--- src/design/csr_pkg.sv ---
// Shared constants for the core system register bank.
// Assumes a 9-bit data-memory address space and 8-bit data.
package csr_pkg;

  // Widths
  localparam int unsigned CSR_ADDR_W   = 9;
  localparam int unsigned CSR_DATA_W   = 8;
  localparam int unsigned CSR_PC_W     = 13;
  localparam int unsigned CSR_IRQ_SRCS = 8;
  localparam int unsigned CSR_EXT_PINS = 4;

  // Register addresses in data memory
  localparam logic [8:0] CSR_A_INDIRECT_PORT_0   = 9'h000;
  localparam logic [8:0] CSR_A_INDIRECT_PORT_1   = 9'h001;
  localparam logic [8:0] CSR_A_PTR0   = 9'h002;
  localparam logic [8:0] CSR_A_PTR1   = 9'h003;
  localparam logic [8:0] CSR_A_STATUS = 9'h004;
  localparam logic [8:0] CSR_A_ACC    = 9'h005;
  localparam logic [8:0] CSR_A_IFLG   = 9'h006;
  localparam logic [8:0] CSR_A_IEN    = 9'h007;
  localparam logic [8:0] CSR_A_IFLG2  = 9'h016;
  localparam logic [8:0] CSR_A_IEN2   = 9'h017;

  // ALU status and interrupt-enable field positions
  localparam int unsigned CSR_ST_PAGE1 = 7;
  localparam int unsigned CSR_ST_PAGE0 = 6;
  localparam int unsigned CSR_ST_PWRDN = 4;
  localparam int unsigned CSR_ST_WDOG  = 3;
  localparam int unsigned CSR_ST_DIGC  = 2;
  localparam int unsigned CSR_ST_CARRY = 1;
  localparam int unsigned CSR_ST_ZERO  = 0;
  localparam int unsigned CSR_IEN_GIE  = 7;

  // Interrupt source slots; slots 0..4 sit in the first flag register,
  // slots 5..7 in the extended one, low bits first
  localparam int unsigned CSR_SRC_EXT0  = 0;
  localparam int unsigned CSR_SRC_EXT1  = 1;
  localparam int unsigned CSR_SRC_CONV  = 2;
  localparam int unsigned CSR_SRC_SER   = 3;
  localparam int unsigned CSR_SRC_TMR   = 4;
  localparam int unsigned CSR_SRC_EXT2  = 5;
  localparam int unsigned CSR_SRC_EXT3  = 6;
  localparam int unsigned CSR_SRC_CAPT  = 7;
  localparam int unsigned CSR_LO_SRCS   = 5;

  // Reset values and interrupt vector
  localparam logic [7:0]  CSR_STATUS_RST = 8'h00;
  localparam logic [7:0]  CSR_REG_RST    = 8'h00;
  localparam logic [7:0]  CSR_IRQ_RST    = 8'h00;
  localparam logic [12:0] CSR_IRQ_VECTOR = 13'h0004;

  // ALU operation classes
  typedef enum logic [1:0] {CSR_ALU_ADD, CSR_ALU_SUB, CSR_ALU_LOGIC}
    csr_alu_kind_t;

endpackage

--- src/design/csr_alu_flags.sv ---
// Arithmetic flag generator for the ALU status register.
// Assumes operands come from the core's own clock domain; pure logic.
`timescale 1ns/1ps
module csr_alu_flags
  import csr_pkg::*;
(
  input  wire logic [7:0]    op_a_in,
  input  wire logic [7:0]    op_b_in,
  input  wire logic [7:0]    logic_res_in,
  input  wire csr_alu_kind_t kind_in,
  output logic      [7:0]    result_out,
  output logic               zero_out,
  output logic               carry_out,
  output logic               digit_carry_out,
  output logic               arith_out
);

  logic       is_sub;
  logic [7:0] b_eff;
  logic [8:0] sum;
  logic [4:0] nib;

  // Subtraction is a + ~b + 1, so carry reads as not-borrow
  assign is_sub    = (kind_in == CSR_ALU_SUB);
  assign b_eff     = is_sub ? ~op_b_in : op_b_in;
  assign sum       = {1'b0, op_a_in} + {1'b0, b_eff} + {8'h00, is_sub};
  assign nib       = {1'b0, op_a_in[3:0]} + {1'b0, b_eff[3:0]}
                     + {4'h0, is_sub};
  assign arith_out = (kind_in != CSR_ALU_LOGIC);

  // Flag results
  assign result_out      = arith_out ? sum[7:0] : logic_res_in;
  assign zero_out        = (result_out == 8'h00);
  assign carry_out       = sum[8];
  assign digit_carry_out = nib[4];

endmodule

--- src/design/csr_irq_ctrl.sv ---
// Interrupt flag and enable bits with the request combiner.
// Assumes events are one-cycle pulses on the same clock as the writes.
`timescale 1ns/1ps
module csr_irq_ctrl
  import csr_pkg::*;
#(
  parameter int unsigned N = CSR_IRQ_SRCS
)(
  input  wire logic         mclk_in,
  input  wire logic         rst_n_in,
  input  wire logic [N-1:0] evt_in,
  input  wire logic [N-1:0] flag_wr_in,
  input  wire logic [N-1:0] en_wr_in,
  input  wire logic [N-1:0] wdata_in,
  input  wire logic         gie_wr_in,
  input  wire logic         gie_wdata_in,
  output logic      [N-1:0] flags_out,
  output logic      [N-1:0] en_out,
  output logic              gie_out,
  output logic              irq_req_out
);

  // One flag and one enable per source; a set beats a same-cycle clear
  for (genvar i = 0; i < N; i++)
  begin : g_src
    always_ff @(posedge mclk_in or negedge rst_n_in)
    begin
      if (!rst_n_in)
        flags_out[i] <= CSR_IRQ_RST[0];
      else if (evt_in[i])
        flags_out[i] <= 1'b1;
      else if (flag_wr_in[i])
        flags_out[i] <= wdata_in[i];
    end

    always_ff @(posedge mclk_in or negedge rst_n_in)
    begin
      if (!rst_n_in)
        en_out[i] <= CSR_IRQ_RST[0];
      else if (en_wr_in[i])
        en_out[i] <= wdata_in[i];
    end
  end

  // Global enable
  always_ff @(posedge mclk_in or negedge rst_n_in)
  begin
    if (!rst_n_in)
      gie_out <= CSR_IRQ_RST[CSR_IEN_GIE];
    else if (gie_wr_in)
      gie_out <= gie_wdata_in;
  end

  // Request is combinational so the core sees it with no extra delay
  assign irq_req_out = gie_out && |(flags_out & en_out);

endmodule

--- src/design/csr_regbank.sv ---
// Core system register bank: indirect ports, pointers, ALU status,
// accumulator and interrupt registers, reached at data-memory addresses.
// Assumes a same-clock core and an asynchronous-read data memory.
// Operation
// - Reading an indirect port returns memory at its pointer's address.
// - Writing an indirect port stores the byte at its pointer's address.
// - Indirect ports keep no storage; their address only redirects.
// - Status bit 7 is the page bit for pointer 1.
// - Status bit 6 is the page bit for pointer 0.
// - A flag-updating instruction's write to status leaves zero/carry flags.
// - Power-down and watchdog flags ignore instruction writes.
// - Sleep sets power-down flag; power-on reset clears it.
// - Watchdog time-out sets only its flag; power-on reset clears it.
// - Digit carry is carry out of bit 3, inverted as borrow.
// - Carry is carry out of bit 7, inverted as borrow.
// - Zero flag set when the operation result is zero.
// - Global enable passes enabled sources; clear blocks all.
// - Enable register holds timer, serial, converter, pin1, pin0 enables.
// - Flags set by events stay set until software clears them.
// - Enables bits 1 and 0 gate port 2 pin 1 and pin 0 interrupts.
// - Interrupt enable and flag registers read and write normally.
// - Taking an interrupt loads the fixed vector into the counter.
`timescale 1ns/1ps
module csr_regbank
  import csr_pkg::*;
(
  input  wire logic                mclk_in,
  input  wire logic                rst_n_in,
  input  wire logic                wdt_timeout_in,
  input  wire logic                sleep_exec_in,
  input  wire logic [8:0]          reg_addr_in,
  input  wire logic                reg_rd_in,
  input  wire logic                reg_wr_in,
  input  wire logic [7:0]          reg_wdata_in,
  output logic      [7:0]          reg_rdata_out,
  output logic                     reg_rvalid_out,
  input  wire logic                alu_upd_in,
  input  wire csr_alu_kind_t       alu_kind_in,
  input  wire logic [7:0]          alu_a_in,
  input  wire logic [7:0]          alu_b_in,
  input  wire logic [7:0]          alu_logic_in,
  output logic      [7:0]          alu_result_out,
  input  wire logic                timer_evt_in,
  input  wire logic                serial_evt_in,
  input  wire logic                conv_evt_in,
  input  wire logic                capture_evt_in,
  input  wire logic [3:0]          ext_pin_in,
  input  wire logic                irq_ack_in,
  output logic                     irq_req_out,
  output logic                     pc_load_out,
  output logic      [12:0]         pc_vector_out,
  output logic      [7:0]          accum_out,
  output logic      [8:0]          dmem_addr_out,
  output logic                     dmem_rd_out,
  output logic                     dmem_wr_out,
  output logic      [7:0]          dmem_wdata_out,
  input  wire logic [7:0]          dmem_rdata_in
);

  logic [7:0] ptr0;
  logic [7:0] ptr1;
  logic [7:0] status;
  logic [7:0] next_status;
  logic [3:0] pin_s1, pin_s2, pin_s3, pin_lvl;
  logic       ind_rd_pend;
  logic [CSR_IRQ_SRCS-1:0] irq_evt;
  logic [CSR_IRQ_SRCS-1:0] irq_flags;
  logic [CSR_IRQ_SRCS-1:0] irq_en;
  logic [CSR_IRQ_SRCS-1:0] flag_wr;
  logic [CSR_IRQ_SRCS-1:0] en_wr;
  logic [CSR_IRQ_SRCS-1:0] irq_wdata;
  logic       global_irq_enable;
  logic       f_zero;
  logic       f_carry;
  logic       f_digc;
  logic       f_arith;

  // Address decode
  wire hit_indirect_port_0   = (reg_addr_in == CSR_A_INDIRECT_PORT_0);
  wire hit_indirect_port_1   = (reg_addr_in == CSR_A_INDIRECT_PORT_1);
  wire hit_ptr0   = (reg_addr_in == CSR_A_PTR0);
  wire hit_ptr1   = (reg_addr_in == CSR_A_PTR1);
  wire hit_status = (reg_addr_in == CSR_A_STATUS);
  wire hit_acc    = (reg_addr_in == CSR_A_ACC);
  wire hit_iflg   = (reg_addr_in == CSR_A_IFLG);
  wire hit_ien    = (reg_addr_in == CSR_A_IEN);
  wire hit_iflg2  = (reg_addr_in == CSR_A_IFLG2);
  wire hit_ien2   = (reg_addr_in == CSR_A_IEN2);
  wire hit_ind    = hit_indirect_port_0 || hit_indirect_port_1;
  wire hit_direct = hit_ptr0 || hit_ptr1 || hit_status || hit_acc ||
                    hit_iflg || hit_ien || hit_iflg2 || hit_ien2;

  // Indirect target: page bit from status on top of the pointer
  wire [8:0] indirect_port_0_addr = {status[CSR_ST_PAGE0], ptr0};
  wire [8:0] indirect_port_1_addr = {status[CSR_ST_PAGE1], ptr1};
  wire [8:0] ind_addr  = hit_indirect_port_1 ? indirect_port_1_addr : indirect_port_0_addr;
  wire       ind_rd    = reg_rd_in && hit_ind;
  wire       ind_wr    = reg_wr_in && hit_ind;

  // Read selection of the directly stored registers
  wire [7:0] st_view = {status[7:6], 1'b0, status[4:0]};
  wire [7:0] iflg_v  = {3'h0, irq_flags[CSR_LO_SRCS-1:0]};
  wire [7:0] ien_v   = {global_irq_enable, 2'h0, irq_en[CSR_LO_SRCS-1:0]};
  wire [7:0] iflg2_v = {5'h00, irq_flags[CSR_IRQ_SRCS-1:CSR_LO_SRCS]};
  wire [7:0] ien2_v  = {5'h00, irq_en[CSR_IRQ_SRCS-1:CSR_LO_SRCS]};
  wire [7:0] direct_rd =
    hit_ptr0   ? ptr0      :
    hit_ptr1   ? ptr1      :
    hit_status ? st_view   :
    hit_acc    ? accum_out :
    hit_iflg   ? iflg_v    :
    hit_ien    ? ien_v     :
    hit_iflg2  ? iflg2_v   :
    hit_ien2   ? ien2_v    : 8'h00;

  // Pin events: a rise counts once stages two and three agree
  wire [3:0] pin_agree    = ~(pin_s2 ^ pin_s3);
  wire [3:0] next_pin_lvl = (pin_agree & pin_s3) | (~pin_agree & pin_lvl);
  wire [3:0] pin_rise     = next_pin_lvl & ~pin_lvl;   // Glitch-free edge

  always_ff @(posedge mclk_in or negedge rst_n_in)
  begin
    if (!rst_n_in)
      {pin_lvl, pin_s3, pin_s2, pin_s1} <= 16'h0000;
    else
      {pin_lvl, pin_s3, pin_s2, pin_s1} <= {next_pin_lvl, pin_s2, pin_s1,
                                            ext_pin_in};
  end

  // Event routing into source slots
  always_comb
  begin
    irq_evt                = '0;
    irq_evt[CSR_SRC_EXT0]  = pin_rise[0];
    irq_evt[CSR_SRC_EXT1]  = pin_rise[1];
    irq_evt[CSR_SRC_CONV]  = conv_evt_in;
    irq_evt[CSR_SRC_SER]   = serial_evt_in;
    irq_evt[CSR_SRC_TMR]   = timer_evt_in;
    irq_evt[CSR_SRC_EXT2]  = pin_rise[2];
    irq_evt[CSR_SRC_EXT3]  = pin_rise[3];
    irq_evt[CSR_SRC_CAPT]  = capture_evt_in;
  end

  // Write strobes per source; the two registers share one data lane
  wire wr_iflg  = reg_wr_in && hit_iflg;
  wire wr_iflg2 = reg_wr_in && hit_iflg2;
  wire wr_ien   = reg_wr_in && hit_ien;
  wire wr_ien2  = reg_wr_in && hit_ien2;
  assign flag_wr   = {{3{wr_iflg2}}, {5{wr_iflg}}};
  assign en_wr     = {{3{wr_ien2}}, {5{wr_ien}}};
  assign irq_wdata = wr_iflg2 || wr_ien2 ?
                     {reg_wdata_in[2:0], 5'h00} :
                     {3'h0, reg_wdata_in[4:0]};

  csr_irq_ctrl #(
    .N (CSR_IRQ_SRCS)
  ) u_irq (
    .mclk_in      (mclk_in),
    .rst_n_in     (rst_n_in),
    .evt_in       (irq_evt),
    .flag_wr_in   (flag_wr),
    .en_wr_in     (en_wr),
    .wdata_in     (irq_wdata),
    .gie_wr_in    (wr_ien),
    .gie_wdata_in (reg_wdata_in[CSR_IEN_GIE]),
    .flags_out    (irq_flags),
    .en_out       (irq_en),
    .gie_out      (global_irq_enable),
    .irq_req_out  (irq_req_out)
  );

  csr_alu_flags u_flags (
    .op_a_in         (alu_a_in),
    .op_b_in         (alu_b_in),
    .logic_res_in    (alu_logic_in),
    .kind_in         (alu_kind_in),
    .result_out      (alu_result_out),
    .zero_out        (f_zero),
    .carry_out       (f_carry),
    .digit_carry_out (f_digc),
    .arith_out       (f_arith)
  );

  // Status next value; flag logic beats an instruction write
  wire wr_status = reg_wr_in && hit_status;
  always_comb
  begin
    next_status = status;
    if (wr_status)
      next_status[7:6] = reg_wdata_in[7:6];
    if (sleep_exec_in)
      next_status[CSR_ST_PWRDN] = 1'b1;
    if (wdt_timeout_in)
      next_status[CSR_ST_WDOG] = 1'b1;
    if (alu_upd_in)
    begin
      next_status[CSR_ST_ZERO] = f_zero;
      if (f_arith)
      begin
        next_status[CSR_ST_CARRY] = f_carry;
        next_status[CSR_ST_DIGC]  = f_digc;
      end
    end
    else if (wr_status)
      next_status[2:0] = reg_wdata_in[2:0];
  end

  // Status, pointers and accumulator; power-on reset clears them all
  always_ff @(posedge mclk_in or negedge rst_n_in)
  begin
    if (!rst_n_in)
    begin
      status    <= CSR_STATUS_RST;
      ptr0      <= CSR_REG_RST;
      ptr1      <= CSR_REG_RST;
      accum_out <= CSR_REG_RST;
    end
    else
    begin
      status <= next_status;
      if (reg_wr_in && hit_ptr0)
        ptr0 <= reg_wdata_in;
      if (reg_wr_in && hit_ptr1)
        ptr1 <= reg_wdata_in;
      if (reg_wr_in && hit_acc)
        accum_out <= reg_wdata_in;
    end
  end

  // Indirect access goes out to memory one cycle after the request;
  // no port value is kept, only the address and data in flight
  always_ff @(posedge mclk_in or negedge rst_n_in)
  begin
    if (!rst_n_in)
    begin
      dmem_addr_out  <= 9'h000;
      dmem_rd_out    <= 1'b0;
      dmem_wr_out    <= 1'b0;
      dmem_wdata_out <= 8'h00;
    end
    else
    begin
      dmem_rd_out <= ind_rd;
      dmem_wr_out <= ind_wr;
      if (ind_rd || ind_wr)
        dmem_addr_out <= ind_addr;
      if (ind_wr)
        dmem_wdata_out <= reg_wdata_in;
    end
  end

  // Read return: direct reads after one edge, indirect after two
  always_ff @(posedge mclk_in or negedge rst_n_in)
  begin
    if (!rst_n_in)
    begin
      ind_rd_pend    <= 1'b0;
      reg_rdata_out  <= 8'h00;
      reg_rvalid_out <= 1'b0;
    end
    else
    begin
      ind_rd_pend    <= ind_rd;
      reg_rvalid_out <= ind_rd_pend || (reg_rd_in && hit_direct);
      if (ind_rd_pend)
        reg_rdata_out <= dmem_rdata_in;
      else if (reg_rd_in && hit_direct)
        reg_rdata_out <= direct_rd;
    end
  end

  // Vector load when the core accepts a pending request
  always_ff @(posedge mclk_in or negedge rst_n_in)
  begin
    if (!rst_n_in)
    begin
      pc_load_out   <= 1'b0;
      pc_vector_out <= 13'h0000;
    end
    else
    begin
      pc_load_out <= irq_req_out && irq_ack_in;
      if (irq_req_out && irq_ack_in)
        pc_vector_out <= CSR_IRQ_VECTOR;
    end
  end

  wire [8:0] chk_sum = {1'b0, alu_a_in} + {1'b0, alu_b_in};
  wire [4:0] chk_nib = {1'b0, alu_a_in[3:0]} + {1'b0, alu_b_in[3:0]};
endmodule

--- config.mk ---
export PLATFORM = sky130hd
export DESIGN_NAME = csr_regbank
export DESIGN_NICKNAME = d
export VERILOG_FILES = /design/src/design/csr_pkg.sv /design/src/design/csr_alu_flags.sv /design/src/design/csr_irq_ctrl.sv /design/src/design/csr_regbank.sv
export SDC_FILE = /design/constraint.sdc
export NUM_CORES = 1
export LEC_CHECK = 0
export ABC_AREA = 1
export ABC_CLOCK_PERIOD_IN_PS = 4200
export BUFFER_PORTS_ARGS = -buffer_cell sky130_fd_sc_hd__buf_2
export CORE_ASPECT_RATIO = 0.6
export CORE_MARGIN = 2
export CORE_UTILIZATION = 58
export DETAILED_ROUTE_END_ITERATION = 8
export GPL_TIMING_DRIVEN = 0
export PLACE_DENSITY_LB_ADDON = 0.12
export SETUP_SLACK_MARGIN = 0.02
export SLEW_MARGIN = 30
export SYNTH_ARGS = -nofsm -noshare
export SYNTH_HDL_FRONTEND = slang
export SYNTH_SLANG_ARGS = --single-unit
--- constraint.sdc ---
create_clock -name mclk_in -period 4.2 [get_ports mclk_in]
set_input_delay 0.42 -clock mclk_in [delete_from_list [all_inputs] [get_ports mclk_in]]
set_output_delay 0.42 -clock mclk_in [all_outputs]
set_load 0.02 [all_outputs]
## Word-level counts from Yosys, hierarchy flattened

Index checks and enable logic that the tools add are counted.
Widths: inputs -> output; s select.

| cells by class | value |
|---|---|
| muxes and demuxes | 33 |
| bitwise logic cells | 10 |
| reduce and logical (&&, ||, !) cells | 38 |
| equality and inequality tests | 12 |
| $add $sub $neg | 4 |

Operators by type and width:

| kind | count |
|---|---|
| $mux 8 | 11 |
| $eq 9x3->1 const B | 4 |
| $reduce_bool 2->1 | 10 |
| $eq 9x2->1 const B | 2 |
| $eq 9x5->1 const B | 2 |
| $mux 1 | 16 |
| $logic_and 1x1->1 | 13 |
| $and 4x4->4 | 3 |
| $mux 3 | 4 |
| $not 4->4 | 3 |
| $logic_or 1x1->1 | 11 |
| $add 8x8->9 | 1 |
| $add 9x1->9 | 1 |
| $eq 9x1->1 const B | 1 |
| $logic_not 9->1 | 1 |
| $mux 9 | 1 |
| $and 8x8->8 | 1 |
| $logic_not 8->1 | 1 |
| $not 8->8 | 1 |
| $reduce_or 8->1 | 1 |
| $add 4x4->5 | 1 |
| $add 5x1->5 | 1 |
| $or 4x4->4 | 1 |
| $xor 4x4->4 | 1 |
| 5 further kinds | 5 |

| storage, ports and cells | value |
|---|---|
| output and inout bits | 59 |
| word-level logic and storage cells | 134 |
| register bits after elaboration | 94 |
| input bits | 67 |

## Logic depth before layout (Yosys ltp)

Gate-level depths: netlist of the first run.

| depth | value |
|---|---|
| depth after elaboration | 11 |
| mapped depth | 16 |
| gate-level depth less buffers | 16 |

## Cells and area by module

Synthesis of the first run repeated with hierarchy kept, for this count alone.

| unflattened totals | value |
|---|---|
| cells, all modules | 645 |
| area total of the unflattened synthesis | 5101.1 um^2 |

Modules (own cells, without submodules):

| module | area each (um^2) | sequential area each (um^2) | times used | cells each |
|---|---|---|---|---|
| csr_regbank | 3794.9 | 1926.8 | 1 | 465 |
| csr_irq_ctrl | 710.7 | 425.4 | 1 | 67 |
| csr_alu_flags | 595.6 | 0.0 | 1 | 113 |

## Worst setup path before layout of the first run

Ideal clock, no wire load.

| timing | value |
|---|---|
| path kind | input -> register |
| start point | input alu_kind_in[1] |
| end point | register status[0] |
| stages on the path | 12 |
| setup slack | 1.722 ns |
| buffers on the path | 0 |
| required time | 4.083 ns |
| library setup time | 0.117 ns |
| arrival | 2.361 ns |
| path through | inv_1 > nand2_2 > o21ai_0 > inv_1 > fa_1 > xor2_1 > o21ai_0 > nor3_1 > nand3_1 > nor2_1 > nand3_1 > nand2_1 |

| on the way | value |
|---|---|
| cells in the longest elaborated chain, start to end | 7 |
| elaborated cells on any way between the ends | 8 |
| those cells by class | add/sub (2); eq/ne (2); mux (3); reduce/logical (1) |

Ends and longest elaborated chain:

| item | RTL line | source |
|---|---|---|
| from (decl) | csr_regbank.sv:38 | `input wire csr_alu_kind_t alu_kind_in,` |
| $eq 2x1->1 | csr_alu_flags.sv:24 | `assign is_sub = (kind_in == CSR_ALU_SUB);` |
| $mux 8 | csr_alu_flags.sv:25 | `assign b_eff = is_sub ? ~op_b_in : op_b_in;` |
| $add 8x8->9 | csr_alu_flags.sv:26 | `assign sum = {1'b0, op_a_in} + {1'b0, b_eff} + {8'h00, is_sub};` |
| $add 9x1->9 | csr_alu_flags.sv:26 |  |
| $mux 8 * | csr_alu_flags.sv:32 | `assign result_out = arith_out ? sum[7:0] : logic_res_in;` |
| named net alu_result_out[2] | csr_regbank.sv:42 | `output logic [7:0] alu_result_out,` |
| $logic_not 8->1 * | csr_alu_flags.sv:33 | `assign zero_out = (result_out == 8'h00);` |
| $mux 3 * | csr_regbank.sv:195 | `if (alu_upd_in)` |
| to (signal assigned) | csr_regbank.sv:220 | `status <= next_status;` |
| to (decl) | csr_regbank.sv:62 | `logic [7:0] status;` |

Mark *: on every way through the listed nets, which the timed path passes. The rest lies on a longest branch.
A chain may end at the register's enable or synchronous reset.

## Final worst setup path of the first run

| timing | value |
|---|---|
| start point | input alu_kind_in[1] |
| end point | output alu_result_out[6] |

| on the way | value |
|---|---|
| cells in the longest elaborated chain, start to end | 5 |
| elaborated cells on any way between the ends | 6 |
| those cells by class | add/sub (2); eq/ne (2); mux (2) |

Ends and longest elaborated chain:

| item | RTL line |
|---|---|
| $eq 2x1->1 | csr_alu_flags.sv:24 |
| $mux 8 | csr_alu_flags.sv:25 |
| $add 8x8->9 | csr_alu_flags.sv:26 |
| $add 9x1->9 | csr_alu_flags.sv:26 |
| $mux 8 * | csr_alu_flags.sv:32 |
| to (decl) | csr_regbank.sv:42 |

Mark *: on every way between the ends. The rest lies on a longest branch, timed or not.

==> results.cfg, run 1 <==
[yosys]
syn_inst = 616
synth-seq-cells = 94
ys_types = 42
async_reset_ff_frac = 1.00
syn_avg_cell_area_sq_um = 8.07
synth_flop_cell = dfrtp_1
yosys_warnings = 0
syn_area_sq_mm = 0.00497
synth_edf_count = 0
yosysSeqAreaShare = 0.473

[grt]
groute.usage.overall = 0.314
grt_overflow = 0
grt_max_degree = 59
grt_pass1_vias = 4444
grt_pass1_wl_microns = 21800
grt_antenna_before_repair = 0

[floorplan]
core_sq_mm = 0.00843
pin_count = 126
dieArea_sq_mm = 0.00935
die_y_microns = 75.7
die_w_microns = 123
initial_core_util = 0.590
rows = 26

[cts]
cts.sinks = 94
clk_pin_slew_ns = 0.06
cts_buffers = 9
cts_max_path_buffers = 2
postCtsSetupRepairBufs = 0
clk_latency_ns = 0.34
cts_tree = built
cts_root_buf = clkbuf_16
htree_levels = 3

[worst_setup_path]
reg2reg_depth = 9
worst_setup_path_start_kind = primary input
cp_max_fo = 8
r2r_slack_ns = 2.49
crit_arrival_ns = 2.35
r2r-end = pc_vector_out[2]
r2r_start = u_irq.flags_out[7]
cp.required_ns = 3.78
path_class = primary input to output pin
endpoint_kind = output pin

[hold_path]
hold_start = ext_pin_in[0]
whs_endpoint = pin_s1[0]
min_path_cells = 1
min_path_type = primary input to flop

[timing]
min_period_ns = 2.77
setup_slack_ns = 1.43
hold_viol = 0
skew_ns = 0.00959
drv_slew = 0
holdWs_ns = 0.178
worst_slew_pin_slew_ns = 0.676
finalSetupTns_ns = 0
rsz0062_at_grt = false
finalCritPeriodShare = 0.660
slew_headroom = 0.547
max_freq_ghz = 0.361
setup_viol = 0

[route]
viasPerCell = 5.63
dr.pass1.iters = 5
first_iter_violations = 501
postRouteAntennaNets = 0
routed_wl_microns = 14100
vias = 4883
routedWlPerCell_microns = 16.3
route.detailed.drc = 0

[place]
dp_hpwl_microns = 10800
routabilityCongestion = 0.967
dp_slack_ns = 1.46
io_buffers = 112

[cells_and_area]
antenna-diode-count = 0
drive_above_1_share = 0.241
synthToLayoutAreaGrowth_pct = 22.2
utilization = 0.720
nets = 830

[run]
drv_cap = 0

[pwr]
ir_worst_vdd_mv = 0.217
power_density_mw_per_mm2 = 371
p_leak_nw = 3.20
power_w = 0.00225

[status]
status = complete, no violations
sequential cells by signal, summed over array words and instances (netlist names), 4 cells and up:
name and count:
dmem_addr_out 9, accum_out 8, dmem_wdata_out 8, ptr0 8, ptr1 8, reg_rdata_out 8, u_irq.en_out 8, u_irq.flags_out 8
status 7, pin_lvl 4, pin_s1 4, pin_s2 4, pin_s3 4
worst max-delay path, stage by stage:
cell	delay [ns]
buf_2	0.10
inv_1	0.05
nand2_2	0.16
o21ai_0	0.38
inv_1	0.10
fa_1	0.42
inv_1	0.11
nand4_1	0.13
nand3_1	0.11
nand2_1	0.06
nand3_1	0.07
nand2_1	0.07
buf_2	0.16
synthesized netlist by cell type (3+ instances only):
| cell type | count | area (sq um) |
|---|---|---|
| o211ai_1 | 3 | 22.5 |
| mux2i_1 | 3 | 30.0 |
| a31oi_1 | 10 | 62.6 |
| inv_2 | 6 | 22.5 |
| o31ai_1 | 3 | 22.5 |
| nor3_1 | 4 | 20.0 |
| o22ai_1 | 4 | 25.0 |
| clkbuf_1 | 3 | 11.3 |
| nand2_2 | 7 | 43.8 |
| nor2_2 | 5 | 31.3 |
| xnor2_1 | 6 | 52.6 |
| or2_2 | 6 | 37.5 |
| buf_2 | 8 | 40.0 |
| nand3_2 | 3 | 30.0 |
| nor2_4 | 3 | 33.8 |
| nor2_1 | 54 | 203 |
| ha_1 | 10 | 125 |
| nand4_1 | 19 | 119 |
| dfrtp_1 | 94 | 2350 |
| o21ai_0 | 50 | 250 |
| buf_4 | 13 | 97.6 |
| a21oi_1 | 22 | 110 |
| nand2_1 | 152 | 571 |
| o21ai_1 | 8 | 40.0 |
| nand3_1 | 32 | 160 |
| maj3_1 | 4 | 40.0 |
| inv_1 | 66 | 248 |
final cells by class:
cell class | instances | area [sq um]
Fill cell | 681 | 2360
Sequential cell | 94 | 2350
Multi-Input combinational cell | 437 | 2240
Timing Repair Buffer | 114 | 604
Inverter | 72 | 270
Clock buffer | 12 | 246
Buffer | 24 | 149
Tap cell | 112 | 140
Clock inverter | 3 | 68.8
routing by layer:
metal  global-route usage  share of wire
met1                0.458           0.44
met2                0.454           0.40
met3                0.101           0.14
met4               0.0871          0.015
met5                    0              0
power by group:
group | switching, W | leakage (nW) | total (W) | internal (W)
logic | 0.000253 | 1.86 | 0.000394 | 0.000141
clock network | 0.000333 | 0.153 | 0.000869 | 0.000536
registers | 0.0000317 | 1.19 | 0.000989 | 0.000957
total | 0.000618 | 3.20 | 0.00225 | 0.00163
logic make-up (layout without fill, tap and decap cells):
logic type                 count (synthesis)  in the layout  share of synthesized area
other                                      1             12                   0.000755
xor gates and xnor gates                   8              8                     0.0141
AOI/OAI and AO/OA                        109            109                      0.123
buffers and inverters                     96            225                     0.0844
adders and majority gates                 15             15                     0.0373
DFF                                       94             94                      0.473
and+or+nand+nor                          290            290                      0.261
muxes                                      3              3                    0.00604
placed cells by master (no fill, tap or decap), types with 6 or more instances in the layout:
cell type / count
nand2_1: 152
buf_2: 119
dfrtp_1: 94
inv_1: 66
nor2_1: 54
o21ai_0: 50
nand3_1: 32
a21oi_1: 22
nand4_1: 19
buf_4: 13
conb_1: 12
a31oi_1: 10
ha_1: 10
clkbuf_16: 9
o21ai_1: 8
nand2_2: 7
xnor2_1: 6
or2_2: 6
inv_2: 6
repair_timing:
| item | in CTS | in global routing |
|---|---|---|
| gates resized for setup | 0 | 0 |
| setup endpoints to repair | 0 | 0 |
| hold endpoints to repair | 36 | 0 |
| hold buffers | 1 | 0 |
metrics by stage:
stage,instance area (sq um),std cells
after floorplan,5010,627
after global placement,5710,851
after detailed placement,5740,852
after CTS,6070,868
after global routing,6070,868
final,6070,868
worst max path at each step:
stage,from,to,slack [ns],cells past startpoint
after floorplan,alu_kind_in[1],status[0],1.72,12
after global placement,alu_kind_in[1],alu_result_out[6],1.45,13
after detailed placement,alu_kind_in[1],alu_result_out[6],1.46,13
after CTS,alu_kind_in[1],alu_result_out[6],1.45,13
after global routing,alu_kind_in[1],alu_result_out[6],1.21,13
final,alu_kind_in[1],alu_result_out[6],1.43,13
Power figures use the tool's default switching activity.
==> inputs of run 2 (changes only) <==
--- a/config.mk
+++ b/config.mk
@@ -6,11 +6,11 @@
 export NUM_CORES = 1
 export LEC_CHECK = 0
 export ABC_AREA = 1
-export ABC_CLOCK_PERIOD_IN_PS = 4200
+export ABC_CLOCK_PERIOD_IN_PS = 2300
 export BUFFER_PORTS_ARGS = -buffer_cell sky130_fd_sc_hd__buf_2
 export CORE_ASPECT_RATIO = 0.6
 export CORE_MARGIN = 2
-export CORE_UTILIZATION = 58
+export CORE_UTILIZATION = 48
 export DETAILED_ROUTE_END_ITERATION = 8
 export GPL_TIMING_DRIVEN = 0
 export PLACE_DENSITY_LB_ADDON = 0.12
==> constraint.sdc (replaced) <==
create_clock -name mclk_in -period 2.3 [get_ports mclk_in]
set_input_delay 0.23 -clock mclk_in [delete_from_list [all_inputs] [get_ports mclk_in]]
set_output_delay 0.23 -clock mclk_in [all_outputs]
set_load 0.02 [all_outputs]
==> results.cfg, run 2 (synthesis gave the netlist of run 1 again) <==
[timing]
drv_slew = 0
finalSetupTns_ns = 0
finalCritPeriodShare = 0.952
max_freq_ghz = 0.457
rsz0062_at_grt = true
worst_slew_pin_slew_ns = 0.608
min_period_ns = 2.19
holdWs_ns = 0.0686
skew_ns = 0.00663
slew_headroom = 0.595
setup_viol = 0
hold_viol = 0

[hold_path]
whs_endpoint = status[3]
hold_start = wdt_timeout_in
min_path_type = primary input to flop
min_path_cells = 2

[cts]
cts_max_path_buffers = 2
clk_pin_slew_ns = 0.06
cts.sinks = 94
cts_buffers = 9
cts_root_buf = clkbuf_16
cts_tree = built
clk_latency_ns = 0.35
htree_levels = 3

[cells_and_area]
top_register = dmem_addr_out
fin_area_sq_mm = 0.00631
layout_commonest_cell = nand2_1
layout_common_cells = nand2_1 (152), buf_2 (119), dfrtp_1 (94)
drive_above_1_share = 0.258
instances_no_fill = 899
largest_register_ffs = 9
antenna-diode-count = 0
nets = 837
synthToLayoutAreaGrowth_pct = 26.9
nFillCells = 912

[worst_setup_path]
endpoint_kind = output pin
cp.required_ns = 2.07
path_class = primary input to output pin
crit_arrival_ns = 1.96
r2r_start = u_irq.flags_out[7]
cp_max_fo = 8
r2r_slack_ns = 0.67
r2r-end = pc_vector_out[2]
worst_setup_path_start_kind = primary input
reg2reg_depth = 9

[grt]
use_met3 = 0.0684
grt_antenna_before_repair = 0
gr-max-usage-layer = met1
grt_overflow = 0
grtUsageMet1 = 0.418
grt_pass1_wl_microns = 22400
met2_usage = 0.341
groute.usage.overall = 0.257
grt_max_degree = 52
grt_pass1_vias = 4399

[floorplan]
core_sq_mm = 0.00995
initial_core_util = 0.499
die_w_microns = 135
die_y_microns = 82.8
dieArea_sq_mm = 0.0112
rows = 28
pin_count = 126

[status]
status = complete, no violations

[route]
first_iter_violations = 409
vias = 4808
postRouteAntennaNets = 0
viasPerCell = 5.35
routed_wl_microns = 14200
route.detailed.drc = 0
routedWlPerCell_microns = 15.8
dr.pass1.iters = 5

[place]
io_buffers = 112
placed_area_sq_mm = 0.00577
routabilityCongestion = 1.00
dp.cells = 875
dp_hpwl_microns = 10900

[run]
drv_cap = 0

[pwr]
power_density_mw_per_mm2 = 682
p_leak_nw = 3.28
ir_worst_vdd_mv = 0.426
run 2: changes by cell type in the layout (fill, tap and decap cells not counted), moves of 2 or more:
cell / before / now
o21ai_0: 50 / 48
xnor2_1: 6 / 2
buf_4: 13 / 16
xnor2_2: 0 / 3
dlygate4sd3_1: 1 / 5
run 2: layout make-up:
| cell class | instances | area, sq um | share of cell area |
|---|---|---|---|
| clock inverters | 3 | 90.1 | 0.0143 |
| flip-flops and latches | 94 | 2350 | 0.373 |
| inverters | 72 | 270 | 0.0429 |
| well taps | 135 | 169 | 0.0268 |
| clock buffers | 13 | 260 | 0.0413 |
| multi-input cells | 437 | 2350 | 0.372 |
| repair buffers | 121 | 667 | 0.106 |
| plain buffers | 24 | 149 | 0.0236 |
run 2: per-layer routing:
layer  vias up  share of wire
met4         0         0.0091
met2       255           0.38
met3        22           0.10
met1      2242           0.51
li1       2289              -
met5         -              0
run 2: through the flow:
step                 util  setup WS (ns)  power [W]
detailed placement  0.580         -0.161    0.00255
CTS                 0.621        0.00614    0.00427
finish              0.634          0.111    0.00430
global placement    0.577        -0.0917    0.00252
floorplan               -          0.204    0.00226
global route        0.634         0.0114    0.00447
run 2: worst max path at each step:
stage | start | end | slack [ns] | depth (start not counted)
floorplan | alu_kind_in[1] | status[0] | 0.20 | 12
global placement | alu_kind_in[1] | alu_result_out[6] | -0.09 | 13
detailed placement | alu_kind_in[1] | alu_result_out[6] | -0.16 | 13
CTS | alu_kind_in[1] | alu_result_out[7] | 0.006 | 13
global route | alu_kind_in[1] | alu_result_out[7] | 0.01 | 13
finish | alu_kind_in[1] | alu_result_out[6] | 0.11 | 12
run 2: critical path, stage by stage:
cell and delay [ns]:
buf_2 0.11, inv_2 0.09, nand2_8 0.12, xnor2_2 0.17, ha_1 0.33, a21oi_2 0.08
or2_2 0.30, nand3_1 0.08, nand2_1 0.07, nand3_1 0.10, nand2_1 0.09, buf_2 0.17
run 2: timing repair:
action / 4_1_cts / 5_1_grt
setup endpoints to repair: 2 / 5
pin swaps: 1 / 3
hold buffers: 4 / 1
setup buffers: 1 / 2
endpoints found under the hold margin: 46 / 1
gates resized for setup: 3 / 15
run 2: report_power, final:
| part | total [W] | internal, W | switching (W) |
|---|---|---|---|
| clock | 0.00173 | 0.00112 | 0.000607 |
| combinational | 0.000769 | 0.000285 | 0.000483 |
| sequential | 0.00180 | 0.00175 | 0.0000523 |
